**config.mk**
```make
export PLATFORM = sky130hd
export DESIGN_NAME = elac_top
export DESIGN_NICKNAME = d
export VERILOG_FILES = /design/src/hdl/elac_pwcheck.v /design/src/hdl/elac_region.v /design/src/hdl/elac_top.v
export VERILOG_INCLUDE_DIRS = /design/src /design/src/hdl
export SDC_FILE = /design/constraint.sdc
export NUM_CORES = 1
export LEC_CHECK = 0
export ABC_CLOCK_PERIOD_IN_PS = 3000
export BUFFER_PORTS_ARGS = -buffer_cell sky130_fd_sc_hd__buf_2
export CORE_AREA = 2 2 65 67
export CTS_BUF_LIST = sky130_fd_sc_hd__clkbuf_8 sky130_fd_sc_hd__clkbuf_16
export CTS_CLUSTER_DIAMETER = 100
export DETAILED_ROUTE_END_ITERATION = 8
export DIE_AREA = 0 0 67 69
export MAX_ROUTING_LAYER = met4
export PLACE_DENSITY = 0.78
export SLEW_MARGIN = 10
export SYNTH_ARGS = -nofsm -noshare
export SYNTH_HDL_FRONTEND = slang
export SYNTH_HIERARCHICAL = 1
export SYNTH_SLANG_ARGS = --single-unit
```
**constraint.sdc**
```tcl
create_clock -name MCLK -period 3 [get_ports MCLK]
set_input_delay 0.3 -clock MCLK [delete_from_list [all_inputs] [get_ports MCLK]]
set_output_delay 0.3 -clock MCLK [all_outputs]
set_load 0.03 [all_outputs]
```
**src/hdl/elac_defines.vh**
```
// Constants for the EEPROM lock and access-control block.
`ifndef ELAC_DEFINES_VH
`define ELAC_DEFINES_VH
// Command codes presented on CMD_OP.
`define ELAC_OP_PREAD 3'h0
`define ELAC_OP_PWRITE 3'h1
`define ELAC_OP_CWRITE 3'h2
`define ELAC_OP_HREAD 3'h3
`define ELAC_OP_LOCK 3'h4
`define ELAC_OP_SERIAL 3'h5
`define ELAC_OP_PWEXPORT 3'h6
`define ELAC_OP_COUNTER 3'h7
// Lock field encodings.
`define ELAC_LOCK_LOCKED 2'h3
`define ELAC_LOCK_CONF 2'h2
`define ELAC_LOCK_OPEN 2'h0
`define ELAC_LOCK_BYTE_LOCKED 8'hFF
// Address map.
`define ELAC_ADDR_HEAD_END 9'h030
`define ELAC_ADDR_KEY_LO 9'h010
`define ELAC_ADDR_KEY_HI 9'h01F
`define ELAC_ADDR_SERIAL_LO 9'h020
`define ELAC_ADDR_SERIAL_HI 9'h02E
`define ELAC_ADDR_LOCK 9'h02F
`define ELAC_ADDR_PW_LO 9'h030
`define ELAC_ADDR_PW_HI 9'h06F
`define ELAC_ADDR_CNT_LO 9'h070
`define ELAC_ADDR_CNT_HI 9'h0AF
`define ELAC_ADDR_RSTR_LO 9'h10C
`define ELAC_ADDR_RSTR_HI 9'h10F
`define ELAC_ADDR_RO_LO 9'h110
`define ELAC_ADDR_REGION_HI 9'h100
`define ELAC_RSTR_DATA 8'hFF
// Password configuration bits.
`define ELAC_PCFG_CLEAR 0
`define ELAC_PCFG_BIND 1
`define ELAC_PCFG_RSV_HI 3
`define ELAC_PCFG_RSV_LO 2
`define ELAC_PCFG_SEC_HI 7
`define ELAC_PCFG_SEC_LO 4
// Status error codes.
`define ELAC_ERR_OK 3'h0
`define ELAC_ERR_INVALID 3'h2
`define ELAC_NUM_COUNTERS 4
`endif

```
**src/hdl/elac_pwcheck.v**
```verilog
// Password export check against its configuration byte.
`timescale 1ns/10ps
`include "elac_defines.vh"
module elac_pwcheck (
  // Configuration byte and session state.
  input wire [7:0] cfg,
  input wire [3:0] session_secret,
  input wire session_valid,
  // Verdict.
  output wire cfg_bad,
  output wire allowed,
  output wire clear_out
);
  wire bind_on;

  // Reserved bits must be zero or the operand is unacceptable.
  assign cfg_bad = |cfg[`ELAC_PCFG_RSV_HI:`ELAC_PCFG_RSV_LO];
  assign bind_on = cfg[`ELAC_PCFG_BIND];
  // Bound passwords need a session computed with the named secret.
  assign allowed = !bind_on ||
    (session_valid && (session_secret == cfg[`ELAC_PCFG_SEC_HI:`ELAC_PCFG_SEC_LO]));
  assign clear_out = cfg[`ELAC_PCFG_CLEAR];
endmodule

```
**src/hdl/elac_region.v**
```verilog
// Address region decoder for the EEPROM map.
`timescale 1ns/10ps
`include "elac_defines.vh"
module elac_region (
  // Target address and bounds.
  input wire [8:0] addr,
  input wire [7:0] rw_bound,
  input wire [7:0] sec_bound,
  // Region flags.
  output wire in_head,
  output wire in_key,
  output wire in_serial,
  output wire in_lock,
  output wire in_pw,
  output wire in_cnt,
  output wire in_rstr,
  output wire in_ro,
  output wire in_rw,
  output wire in_secret
);
  wire [8:0] rw_base;
  wire [8:0] sec_base;

  // Region bases are 0x100 OR the bound byte; low secret bits are dropped.
  assign rw_base = `ELAC_ADDR_REGION_HI | {1'b0, rw_bound};
  assign sec_base = `ELAC_ADDR_REGION_HI | {1'b0, sec_bound[7:3], 3'h0};
  assign in_head = addr < `ELAC_ADDR_HEAD_END;
  assign in_key = (addr >= `ELAC_ADDR_KEY_LO) && (addr <= `ELAC_ADDR_KEY_HI);
  assign in_serial = (addr >= `ELAC_ADDR_SERIAL_LO) && (addr <= `ELAC_ADDR_SERIAL_HI);
  assign in_lock = addr == `ELAC_ADDR_LOCK;
  assign in_pw = (addr >= `ELAC_ADDR_PW_LO) && (addr <= `ELAC_ADDR_PW_HI);
  assign in_cnt = (addr >= `ELAC_ADDR_CNT_LO) && (addr <= `ELAC_ADDR_CNT_HI);
  assign in_rstr = (addr >= `ELAC_ADDR_RSTR_LO) && (addr <= `ELAC_ADDR_RSTR_HI);
  // Secrets take precedence over the general area they sit above.
  assign in_secret = addr >= sec_base;
  assign in_ro = (addr >= `ELAC_ADDR_RO_LO) && (addr < rw_base) && !in_secret;
  assign in_rw = (addr >= rw_base) && !in_secret;
endmodule

```
**src/hdl/elac_top.v**
```verilog
// EEPROM lock state and per-command access checker.
`timescale 1ns/10ps
`include "elac_defines.vh"
module elac_top #(
  parameter [7:0] SHIP_LOCK_BYTE = 8'h02
) (
  // Clock and reset.
  input wire MCLK,
  input wire NRST,
  // Command request from the command decoder.
  input wire CMD_VALID,
  input wire [2:0] CMD_OP,
  input wire [8:0] CMD_ADDR,
  input wire [7:0] CMD_WDATA,
  input wire [7:0] CMD_PW_CFG,
  // Loaded configuration and session state.
  input wire [7:0] RW_BOUND,
  input wire [7:0] SEC_BOUND,
  input wire STARTUP_DONE,
  input wire SESSION_VALID,
  input wire [3:0] SESSION_SECRET,
  // Check result.
  output reg CHK_DONE,
  output reg CHK_GRANT,
  output reg [2:0] CHK_ERROR,
  output reg CHK_DECRYPT,
  output reg CHK_FORCE_FF,
  output reg CHK_PW_CLEAR,
  // EEPROM access strobes.
  output reg MEM_RD,
  output reg MEM_WR,
  output reg [8:0] MEM_ADDR,
  output reg [7:0] MEM_WDATA,
  // Lock state seen by the rest of the device.
  output wire [7:0] LOCK_BYTE,
  output wire [1:0] LOCK_FIELD
);
  // Lock byte register and its next value.
  reg [7:0] lock_q;
  reg [7:0] lock_d;

  // Verdict of the access check for the command on the bus.
  reg ok;
  reg is_read;
  reg is_write;
  reg [2:0] err;

  // Lock field decodes.
  wire locked;
  wire conf;

  // Region flags for the command address.
  wire in_head;
  wire in_key;
  wire in_serial;
  wire in_lock;
  wire in_pw;
  wire in_cnt;
  wire in_rstr;
  wire in_ro;
  wire in_rw;
  wire in_secret;

  // Password configuration verdict.
  wire pw_bad;
  wire pw_allowed;
  wire pw_clear;

  ////////////////////////////////////////////////////////////////////////////
  // Command classes.

  // Commands that fetch a byte from the array when granted, except at restricted bytes.
  function op_reads;
    input [2:0] op;
    begin
      op_reads = (op == `ELAC_OP_PREAD) || (op == `ELAC_OP_HREAD);
    end
  endfunction

  // Commands that store a byte into the array when granted.
  function op_writes;
    input [2:0] op;
    begin
      op_writes = (op == `ELAC_OP_PWRITE) || (op == `ELAC_OP_CWRITE);
    end
  endfunction

  // The ciphered write is the only command whose data needs the key.
  function op_ciphered;
    input [2:0] op;
    begin
      op_ciphered = op == `ELAC_OP_CWRITE;
    end
  endfunction

  ////////////////////////////////////////////////////////////////////////////
  // Lock state.

  // The shipped byte holds the factory tag in bits 7:2 and the field below.
  assign LOCK_BYTE = lock_q;
  assign LOCK_FIELD = lock_q[1:0];
  // Field 11 is locked, 10 confidential, 00 open. Field 01 is never shipped;
  // it decodes as open, so such a part still acts as a plain EEPROM until locked.
  assign locked = lock_q[1:0] == `ELAC_LOCK_LOCKED;
  assign conf = lock_q[1:0] == `ELAC_LOCK_CONF;

  // Only the lock command alters the lock byte; no path exists from one
  // unlocked value to the other, so plain writes to it are always dropped.
  // Locking from confidential also drops the key tag, because the whole byte
  // is overwritten rather than only its two-bit field.
  always @* begin
    lock_d = lock_q;
    if (CMD_VALID && (CMD_OP == `ELAC_OP_LOCK) && !locked) begin
      lock_d = `ELAC_LOCK_BYTE_LOCKED;
    end
  end

  // The shipped value models the factory-programmed cell content.
  // Limitation: the cell is not fetched back from the array here, so a reset
  // returns to the shipped value; the device must keep the stored byte itself.
  always @(posedge MCLK) begin
    if (!NRST) begin
      lock_q <= SHIP_LOCK_BYTE;
    end else begin
      lock_q <= lock_d;
    end
  end

  ////////////////////////////////////////////////////////////////////////////
  // Decoders.

  // Region flags for the command address; the bound bytes are levels.
  elac_region u_region (
    .addr(CMD_ADDR),
    .rw_bound(RW_BOUND),
    .sec_bound(SEC_BOUND),
    .in_head(in_head),
    .in_key(in_key),
    .in_serial(in_serial),
    .in_lock(in_lock),
    .in_pw(in_pw),
    .in_cnt(in_cnt),
    .in_rstr(in_rstr),
    .in_ro(in_ro),
    .in_rw(in_rw),
    .in_secret(in_secret)
  );

  // Password export verdict from the configuration byte on the bus.
  elac_pwcheck u_pwcheck (
    .cfg(CMD_PW_CFG),
    .session_secret(SESSION_SECRET),
    .session_valid(SESSION_VALID),
    .cfg_bad(pw_bad),
    .allowed(pw_allowed),
    .clear_out(pw_clear)
  );

  ////////////////////////////////////////////////////////////////////////////
  // Access check.

  // Judged combinationally, then registered so the EEPROM strobe and the
  // verdict leave together and a refused command never reaches the array.
  // The checks run from general to specific so that the last one that applies
  // decides; restricted bytes therefore come last in each read branch.
  always @* begin
    ok = 1'b0;
    is_read = op_reads(CMD_OP);
    is_write = op_writes(CMD_OP);
    case (CMD_OP)
      `ELAC_OP_PREAD: begin
        // Confidential parts refuse plain read altogether.
        ok = !conf && !in_head && !in_secret;
        // Password slots and their configs go dark once the part is locked.
        if (in_pw && locked) begin
          ok = 1'b0;
        end
        // Locked user areas stay closed until the startup challenge is answered.
        if (locked && (in_ro || in_rw) && !STARTUP_DONE) begin
          ok = 1'b0;
        end
        // Restricted bytes answer 0xFF wherever plain read itself is allowed.
        if (in_rstr) begin
          ok = !conf;
        end
      end
      `ELAC_OP_HREAD: begin
        // Hashed read covers serial and counters while confidential.
        ok = conf && !in_secret;
        // Restricted bytes answer 0xFF, but only where hashed read is allowed.
        if (in_rstr) begin
          ok = conf;
        end
      end
      `ELAC_OP_PWRITE, `ELAC_OP_CWRITE: begin
        // Ciphered writes need the confidential field; plain writes are narrowed below.
        if (op_ciphered(CMD_OP)) begin
          ok = conf;
        end else begin
          ok = 1'b1;
        end
        // Factory cells and the lock byte are never plain targets.
        if (in_key || in_serial || in_lock || in_rstr) begin
          ok = 1'b0;
        end
        // Once locked, password, secret, read-only and counter bytes are closed to writes;
        if (locked && (in_pw || in_secret || in_ro || in_cnt)) begin
          ok = 1'b0;
        end
        // the user area stays writable but waits for the startup challenge response.
        if (locked && in_rw && !STARTUP_DONE) begin
          ok = 1'b0;
        end
      end
      `ELAC_OP_PWEXPORT: begin
        // Reserved config bits make the operand unacceptable.
        ok = !pw_bad && pw_allowed;
      end
      `ELAC_OP_SERIAL: begin
        // The serial is readable this way in every lock state.
        ok = 1'b1;
      end
      `ELAC_OP_COUNTER: begin
        // Counter access needs no session, so nothing is checked here.
        // Counter values live in the array but are reached by their own datapath.
        ok = 1'b1;
      end
      `ELAC_OP_LOCK: begin
        // A second lock command is refused so the caller sees code two.
        ok = !locked;
      end
      default: begin
        // Every code of the 3-bit field is decoded; this branch is a safety net.
        ok = 1'b0;
      end
    endcase
    // One error code covers both a refused command and a bad operand.
    err = ok ? `ELAC_ERR_OK : `ELAC_ERR_INVALID;
  end

  ////////////////////////////////////////////////////////////////////////////
  // Result and EEPROM strobes.

  // Restricted bytes are served as 0xFF by the output path, never by the array.
  // The verdict and strobes are pulses for exactly one cycle after the command;
  // the error code, address and data hold until the next command is taken.
  // Registering costs a cycle of latency but keeps the array strobes glitch-free.
  always @(posedge MCLK) begin
    if (!NRST) begin
      // Nothing is pending after reset and the error code reads as OK.
      CHK_DONE <= 1'b0;
      CHK_GRANT <= 1'b0;
      CHK_ERROR <= `ELAC_ERR_OK;
      CHK_DECRYPT <= 1'b0;
      CHK_FORCE_FF <= 1'b0;
      CHK_PW_CLEAR <= 1'b0;
      MEM_RD <= 1'b0;
      MEM_WR <= 1'b0;
      MEM_ADDR <= 9'h000;
      MEM_WDATA <= 8'h00;
    end else begin
      CHK_DONE <= CMD_VALID;
      CHK_GRANT <= CMD_VALID && ok;
      CHK_ERROR <= CMD_VALID ? err : CHK_ERROR;
      CHK_DECRYPT <= CMD_VALID && ok && op_ciphered(CMD_OP);
      CHK_FORCE_FF <= CMD_VALID && ok && is_read && in_rstr;
      CHK_PW_CLEAR <= CMD_VALID && ok && (CMD_OP == `ELAC_OP_PWEXPORT) && pw_clear;
      MEM_RD <= CMD_VALID && ok && is_read && !in_rstr;
      MEM_WR <= CMD_VALID && ok && is_write;
      // Address and data follow every command, granted or not.
      if (CMD_VALID) begin
        MEM_ADDR <= CMD_ADDR;
        MEM_WDATA <= CMD_WDATA;
      end
    end
  end
endmodule

```
==> metrics.txt, run 1 <==
Async SR Flop Fraction 0%; clk_lat worst skew between 0.2 and 0.3 ns; unrepaired setup endpoints after global routing false; Starting Density 43.4%; Num CTS Buffers 3; H-Tree Depth 1; total chip power 889 uW; synth-to-layout area growth 25.6%; Post-DP HPWL 2820 um; Clock Tree Buf Depth 2; Critical R2R Launch LOCK_BYTE[0]; Finished Layout Cells 308; clock tree root buffer cell clkbuf_8; Hold Fails Final Rpt 0; #FFs+latches synth 26; Post-CTS Setup Inserts 0; top post-synthesis cells by area dfxtp_1, mux2i_1, ha_1; max FFs per register 9; Worst R2R End CHK_DECRYPT; critical path launch point type primary input; clock skew 0.00119 ns; endpoints failing setup 0; via count 1495; Max Fclk 381 MHz; Via density 4.85; Crit Path Max Fanout 5; Syn Inst Count 188; DRC 0; final wirelength 3600 um; Final Critical Period approximately 2.6 ns; Least-Margin Pin Slew 0.557 ns; Worst Hold Launch CMD_WDATA[0]; sequential share of the synthesized area between 30% and 40%; IO Count 90; Max Cap Viol 0; layout cells sized above 1 38.4%; CTS tree built; Hold Crit Class primary input to register; grt total ovfl 0; CP arrival 2.78 ns; Post-CTS Hold Buffers 0; CORE AREA 3910 um2; num rows 23; gpl congestion 0.762; DR pass1 iterations 4; Worst setup EP type register; pre-CTS setup slack 0.0898 ns; setup TNS 0 ns; Worst Setup SP CMD_ADDR[3]; DRT antenna net count 0; pin count of the biggest net entering global routing 22; DIE AREA 4620 um2; Synth Flop Type dfxtp_1; Avg Cell Area, Syn 9.03 um2; Tot GR Track Use roughly 16%; Final Slew Violations 0; leakage 1.10 nW; WL/cell 11.7 um; Die Wd 67 um; drt first-iter violations 36; WP data required 3.16 ns; Top Registers MEM_ADDR: 9 flops, MEM_WDATA: 8 flops; post-route worst setup slack 0.378 ns; cell taking the most area after synthesis dfxtp_1; Final #Nets 325; CP Class primary input to register; IO buf count 82; Top reg by flops MEM_ADDR; Clock transition at path regs 0.09 ns; Netlist cell types 48; Post-synth EDFFs 0; Final Cycle Share a little under 90%; first-pass GRT wire length just under 6000 um; r2r setup slk 1.20 ns; Power per Cell Area 417 nW/um2; Diodes inserted 0; Worst Setup EP CHK_ERROR[1]; R2R cell count 4; status finished clean; final instance area roughly 2100 um2; Final Util between 50 and 60%; Yosys top cell area share 30.7%; post-place instance area just over 2000 um2; Sink Count 26; cell area after synthesis 1700 um2; VDD IR max approximately 0.35 mV; DIE HEIGHT 69 um; antenna violations before repair 0; worst hold margin 0.282 ns; placed insts 304; vias in the first global route about 1400; Post-CTS Resized 0; yosys warns 6; max_slew headroom 62.9%
## synth_stat cells, types with 2 or more instances
cell type and instances:
nor4_1 4, xnor2_1 2, conb_1 2, mux2i_1 17, and4_1 2, xor2_1 4
nor2b_1 21, inv_1 16, buf_4 13, or4_1 2, dfxtp_1 26, nand3_1 2
clkbuf_1 5, nand2_1 10, nor3_1 3, nand2b_1 2, nor2_1 5, o221ai_1 2
a21oi_1 7, nand4_1 2, ha_1 13, nand3b_1 2
## layout make-up
cell class / instances / area [um2]
Fill cell: 383 / 1780
Multi-Input combinational cell: 130 / 1010
Sequential cell: 26 / 520
Timing Repair Buffer: 82 / 410
Tap cell: 50 / 62.6
Inverter: 16 / 60.1
Clock buffer: 3 / 41.3
Clock inverter: 1 / 30.0
## kinds of logic (layout without fill, tap and decap cells)
group	Yosys count	count (layout)	share of synthesized area, %
flops	26	26	30.7
xor+xnor	6	6	3.10
simple gates	68	68	25.4
compound gates	22	22	10.5
mux	17	17	10.0
fa+ha+maj	13	13	9.58
buf+inv	34	102	10.4
other cells	2	4	0.442
## layout by cell type, fill, tap and decap left out, types with 3 or more instances in the layout
cell,instances
dfxtp_1,26
mux2i_1,17
buf_2,82
nand2_1,10
nor4_1,4
ha_1,13
conb_1,4
a21oi_1,7
inv_1,16
xor2_1,4
clkbuf_8,3
nor3_1,3
nor2b_1,21
nor2_1,5
## worst min-delay path by stage
stage | to | slack [ns] | depth (start not counted)
after global placement | MEM_WDATA[4] | 0.49 | 2
after floorplan | CHK_DONE | 0.46 | 1
after global routing | MEM_WDATA[6] | 0.29 | 3
after CTS | MEM_WDATA[0] | 0.28 | 3
final | MEM_WDATA[0] | 0.28 | 3
after detailed placement | MEM_ADDR[5] | 0.50 | 2
## per-layer routing
metal,global-route usage (%),wire (um)
met3,4.08,288
met5,-,0
met4,0,0
met1,19.4,1630
met2,27.8,1680
## power by group
part	switching [mW]	internal, mW	leakage [nW]
clock	0.108	0.178	0.0357
sequential	0.00845	0.363	0.214
combinational	0.138	0.0936	0.854
total	0.254	0.635	1.10
## critical path, stage by stage
cell,delay (ns)
buf_2,0.13
inv_1,0.05
ha_1,0.26
nor4b_1,0.27
o221ai_1,0.16
a21oi_1,0.31
nor4bb_1,0.11
or4_1,0.48
o31ai_1,0.27
a221oi_2,0.17
o221a_2,0.27
No activity file was read; power rests on OpenSTA's default activity.
==> run 2, diff against run 1 <==
Settings changed: ABC_CLOCK_PERIOD_IN_PS 3000 to 2150, CORE_AREA 2 2 65 67 to 2 2 68 70, DIE_AREA 0 0 67 69 to 0 0 70 72, PLACE_DENSITY 0.78 to 0.75.
Clock period 3 ns to 2.15 ns, I/O delays scaled along.
==> metrics.txt, run 2 (synthesized netlist as in run 1, its figures left out) <==
leakage 1.25 nW (+13%); Top reg by flops MEM_ADDR; WL/cell 13.1 um (+12%); Via density 4.85 (-0.15%); wire length on met3 336 um (+17%); placed insts 327 (+7.6%); CP Class primary input to register; DIE HEIGHT 72 um (+4.3%); IO Count 90 (unchanged); Final #Nets 348 (+7.1%); unrepaired setup endpoints after global routing true; via count 1614 (+8.0%); internal cell power 871 uW (+37%); final wirelength 4370 um (+21%); WP data required 2.31 ns (-0.85 ns); Starting Density 39.8% (-3.6 points); Tot GR Track Use 17.8% (+1.8 points); Post-DP HPWL 3410 um (+21%); max layer used met3; total chip power 1.27 mW (+43%); synth-to-layout area growth 52.6%; routed length on met2 2280 um (+36%); Net Sw Power 397 uW (+56%); Diodes inserted 0 (unchanged); Worst Hold Launch CMD_PW_CFG[0]; clock tree root buffer cell clkbuf_8; wl on met1 1750 um (+7.3%); pin count of the biggest net entering global routing 21 (-4.5%); DR pass1 iterations 4 (unchanged); Worst setup EP type register; vias in the first global route 1603 (+16%); r2r setup slk 0.62 ns (-0.58 ns); most common cell after layout, fill and taps aside buf_2; post-route worst setup slack -0.0352 ns (-0.414 ns); first-pass GRT wire length 7150 um (+22%); H-Tree Depth 1 (unchanged); share of power burned in registers 40.7% (-1.1 points); CP arrival 2.35 ns (-0.43 ns); CTS tree built; DIE AREA 5040 um2 (+9.0%); VDD IR max 0.415 mV (+19%); Sink Count 26 (unchanged); Reg area 520 um2 (unchanged); num rows 24 (+4.3%); status complete, but fails checks; Finished Layout Cells 333 (+8.1%); clock skew 0.000664 ns (-0.000525 ns); Hold Fails Final Rpt 0 (unchanged); Max Cap Viol 0 (unchanged); CP max stage delay 0.54 ns (+0.06 ns); Final Cycle Share 102%; gpl congestion 0.794 (+4.2%); failing checks negative setup slack; Power per Cell Area 489 nW/um2 (+17%); DRC 0 (unchanged); Final Slew Violations 0 (unchanged); fillcell total 375 (-2.1%); endpoints failing setup 1 (+1); Clock transition at path regs 0.09 ns (about the same); DRT antenna net count 0 (unchanged); max FFs per register 9 (unchanged); antenna violations before repair 0 (unchanged); drt first-iter violations 28 (-22%); commonest non-fill, non-tap cells in the layout buf_2, dfxtp_1, buf_4; Hold Crit Class primary input to register; combinational share of power 35.1% (+9.1 points); IO buf count 82 (unchanged); Max Fclk around 460 MHz; Num CTS Buffers 3 (unchanged); CP cell instances buf_2 -> ha_1 -> o21a_1 -> o21ai_1 -> a21oi_2 -> buf_4 -> or4_4 -> o31ai_4 -> a221oi_4 -> o221a_2; Final Critical Period between 2 and 2.5 ns; Die Wd 70 um (+4.5%); Multi-input gate area 1270 um2 (+26%); layout cells sized above 1 54.1% (+16 points); clock share of power 24.2% (-8.0 points); Post-CTS Hold Buffers 0 (unchanged); Crit Path Max Fanout 5 (unchanged); critical path launch point type primary input; Top Registers MEM_ADDR: 9 flops, MEM_WDATA: 8 flops; Slowest-stage cell, CP or4_4; Worst Setup SP CMD_ADDR[6]; grt total ovfl 0 (unchanged); CORE AREA 4260 um2 (+9.0%); Critical R2R Launch LOCK_BYTE[0]; clk_lat worst skew 0.26 ns (about the same); switch share 31.3% (+2.7 points); Clock Tree Buf Depth 2 (unchanged)
==> run 2: cell types whose count changed in the layout (fill, tap and decap cells not counted), sizes merged <==
cell    delta
buf       +23
bufinv     -1
clkbuf     +1
==> run 2: per-stage QoR <==
| step | util (%) | hold slack (ns) | worst slack, ns | setup TNS, ns | area (um2) |
|---|---|---|---|---|---|
| 2_1_floorplan | - | 0.379 | -0.0328 | -0.0328 | 1800 |
| 3_3_place_gp | 54.4 | 0.470 | -0.373 | -2.23 | 2320 |
| 3_5_place_dp | 54.4 | 0.467 | -0.526 | -2.99 | 2320 |
| 4_1_cts | 58.5 | 0.192 | 0.00284 | 0 | 2490 |
| 5_1_grt | 60.8 | 0.200 | -0.0970 | -0.277 | 2590 |
| 6_report | 60.8 | 0.204 | -0.0352 | -0.0352 | 2590 |
==> run 2: final cells by class <==
cell class	instances	share of cell area (%)
Clock buffer	4	2.12
Inverter	16	2.90
Multi-Input combinational cell	130	49.1
Sequential cell	26	20.1
Tap cell	52	2.51
Timing Repair Buffer	105	23.3
==> run 2: final timing paths <==
check | cells past startpoint | end
max | 10 | CHK_ERROR[1]
min | 3 | CHK_PW_CLEAR
max reg2reg | 4 | MEM_WR
min reg2reg | 2 | MEM_ADDR[2]
==> run 2: timing repair <==
action                     in CTS  in global routing
buffers inserted                2                  0
gates resized for setup        18                 17
pin swaps                       9                  7
setup endpoints to repair       6                  7
==> run 2: metal layers <==
| metal | vias to the layer above | GRT usage (%) |
|---|---|---|
| li1 | 819 | - |
| met1 | 729 | 19.4 |
| met2 | 66 | 33.4 |
| met3 | 0 | 5.14 |
| met4 | 0 | 1.50 |
| met5 | - | - |
==> run 2: power groups by stage <==
stage | registers, mW | clock network, mW | logic, mW
4_1_cts | 0.517 | 0.318 | 0.419
3_3_place_gp | 0.527 | 0 | 0.373
3_5_place_dp | 0.527 | 0 | 0.385
5_1_grt | 0.520 | 0.341 | 0.483
2_1_floorplan | 0.578 | 0 | 0.190
6_report | 0.517 | 0.307 | 0.445
==> run 2: critical path, delay by kind of cell <==
family	cells	cell delay [ns]
buffers and inverters	2	0.28
adder cells (fa/ha/maj)	1	0.28
AO/OA/AOI/OAI	6	1.04
AND/OR/NAND/NOR	1	0.54
==> run 3, diff against run 2 <==
Settings changed: BUFFER_PORTS_ARGS -buffer_cell sky130_fd_sc_hd__buf_2 to not set, CORE_AREA 2 2 68 70 to 2 2 69 71, DIE_AREA 0 0 70 72 to 0 0 71 73, DONT_BUFFER_PORTS set to 1, PLACE_DENSITY 0.75 to not set, SYNTH_HIERARCHICAL 1 to not set.
==> metrics.txt, run 3 <==
status finished clean; Post-synth top cells dfxtp_1, nor2b_1, mux2i_1; Worst setup EP type register; Top reg by flops MEM_ADDR; clock tree root buffer cell clkbuf_8; Die Wd 71 um (+1.4%); Hold Crit Class primary input to register; Least-Margin Pin Slew 0.665 ns; Tot GR Track Use 13.2% (-4.5 points); post-route worst setup slack 0.499 ns (+0.534 ns); hold depth 1 (-2); Via density 5.26 (+8.6%); Diodes inserted 0 (unchanged); Max Fclk 606 MHz (+32%); cell taking the most area after synthesis dfxtp_1; Sink Count 26 (unchanged); WP data required 2.37 ns (+0.06 ns); most common cell after layout, fill and taps aside dfxtp_1; drt first-iter violations 66 (+140%); top post-synthesis cells by area dfxtp_1, mux2i_1, ha_1; Num CTS Buffers 3 (unchanged); DIE HEIGHT 73 um (+1.4%); Hold Fails Final Rpt 0 (unchanged); DIE AREA 5180 um2 (+2.8%); VDD IR max 0.228 mV (-45%); Post-CTS Setup Inserts 0 (-2); critical path launch point type primary input; layout cells sized above 1 8.82% (-45 points); Worst R2R End MEM_RD; fillcell total 472 (+26%); R2R cell count 4 (unchanged); IO Count 90 (unchanged); pre-CTS setup slack 0.206 ns (+0.732 ns); Finished Layout Cells 224 (-33%); grt total ovfl 0 (unchanged); yosys warns 0 (-6); cell area after synthesis 1680 um2 (-1.0%); WHS Endpoint LOCK_BYTE[0]; endpoints failing setup 0 (-1); Critical R2R Launch LOCK_BYTE[0]; #FFs+latches synth 26 (unchanged); max FFs per register 9 (unchanged); CORE AREA 4540 um2 (+6.4%); DRC 0 (unchanged); CP max stage delay 0.31 ns (-0.23 ns); unrepaired setup endpoints after global routing false; max_slew headroom 55.7%; total chip power 1.15 mW (-9.3%); WL/cell 14.8 um (+13%); IO buf count 0 (-100%); Avg Cell Area, Syn 9.23 um2 (+2.2%); DRT antenna net count 0 (unchanged); Slowest-stage cell, CP a211oi_1; DR pass1 iterations 4 (unchanged); Post-DP HPWL 2620 um (-23%); Netlist cell types 47 (-2.1%); commonest non-fill, non-tap cells in the layout dfxtp_1, nor2b_1, mux2i_1; antenna violations before repair 0 (unchanged); Final Critical Period 1.65 ns (-0.534 ns); CP Class primary input to register; Synth Flop Type dfxtp_1; H-Tree Depth 1 (unchanged); Final #Nets 237 (-32%); Crit path max-delay family compound AO/OA/AOI/OAI gates; Max Cap Viol 0 (unchanged); CTS tree built; pin count of the biggest net entering global routing 22 (+4.8%); r2r setup slk 0.64 ns (+0.02 ns); setup TNS 0 ns (+0.0352 ns); clock skew 0.00638 ns (+0.00572 ns); first-pass GRT wire length 5240 um (-27%); Post-synth EDFFs 0 (unchanged); placed insts 219 (-33%); Clock Tree Buf Depth 2 (unchanged); gpl congestion 0.837 (+5.3%); Starting Density 37.0% (-2.8 points); Yosys top cell area share 31.0% (+0.32 points); Crit Path Max Fanout 6 (+1); Clock transition at path regs 0.10 ns (about the same); Power per Cell Area 669 nW/um2 (+37%); Final Slew Violations 0 (unchanged); Async SR Flop Fraction 0% (unchanged); Worst Hold Launch NRST; CP cell instances inv_1 -> ha_1 -> a211oi_1 -> o22ai_1 -> o221ai_1 -> nand4_2 -> a31oi_4 -> and4b_1; count leader, synth dfxtp_1; Syn Inst Count 182 (-3.2%); clk_lat worst skew 0.27 ns (about the same); synth-to-layout area growth 2.38%; vias in the first global route 1088 (-32%); worst path bufs/invs 1 (-1); leakage 0.755 nW (-40%); Top Registers MEM_ADDR: 9 flops, MEM_WDATA: 8 flops; via count 1179 (-27%); CP arrival 1.87 ns (-0.48 ns); num rows 25 (+4.2%); final wirelength 3310 um (-24%); sequential share of the synthesized area 31.0% (+0.32 points); Final Cycle Share 76.8% (-25 points)
==> run 3: routing by layer <==
metal / part of all wire, % / global-route usage (%)
met5: 0 / -
met2: 46 / 20.8
met1: 43 / 15.9
met4: 1.5 / 5.66
met3: 9.2 / 3.87
==> run 3: worst reg2reg max path, stage by stage, from the launching register on <==
cell and delay, ns:
dfxtp_2 0.36, o41ai_1 0.61, a21oi_4 0.08, a31oi_4 0.20, and4b_1 0.21
==> run 3: area by class of cell <==
class	count	area, um2	area share, %
Multi-Input combinational cell	122	982	57.1
Inverter	16	60.1	3.49
Timing Repair Buffer	2	17.5	1.02
Clock buffer	3	41.3	2.40
Tap cell	54	67.6	3.93
Clock inverter	1	30.0	1.75
Sequential cell	26	522	30.3
==> run 3: cell families after synthesis <==
logic type      Yosys count  synth area share, %
xor+xnor                  7                 3.65
flops                    26                 31.0
fa+ha+maj                13                 9.68
simple gates             52                 19.7
buf+inv                  36                 11.0
other cells               2                0.447
mux                      17                 10.1
compound gates           29                 14.4
==> run 3: how the worst max path moves through the flow <==
stage / slack, ns / from / endpoint / cells after the start
after global placement: 0.25 / SEC_BOUND[4] / MEM_RD / 8
after floorplan: 0.45 / RW_BOUND[6] / CHK_DECRYPT / 8
after detailed placement: 0.21 / RW_BOUND[6] / MEM_RD / 8
final: 0.50 / RW_BOUND[6] / MEM_RD / 8
after global routing: 0.38 / RW_BOUND[6] / MEM_RD / 8
after CTS: 0.50 / RW_BOUND[6] / MEM_RD / 8
==> run 3: timing repair <==
action / 4_1_cts / 5_1_grt
hold endpoints to repair: 1 / 0
gates resized for setup: 0 / 0
hold buffers: 1 / 0
==> run 3: where the power goes <==
part / switching, mW / total, mW / internal (mW)
combinational: 0.0908 / 0.173 / 0.0822
clock: 0.158 / 0.408 / 0.249
sequential: 0.0634 / 0.570 / 0.506
==> run 3: metrics by stage <==
| stage | area (um2) | hold slack (ns) | utilization, % |
|---|---|---|---|
| after floorplan | 1690 | 0.361 | - |
| after global placement | 1640 | 0.288 | 36.1 |
| after detailed placement | 1640 | 0.289 | 36.1 |
| after CTS | 1720 | 0.0381 | 37.9 |
| after global routing | 1720 | 0.0284 | 37.9 |
| final | 1720 | 0.0470 | 37.9 |
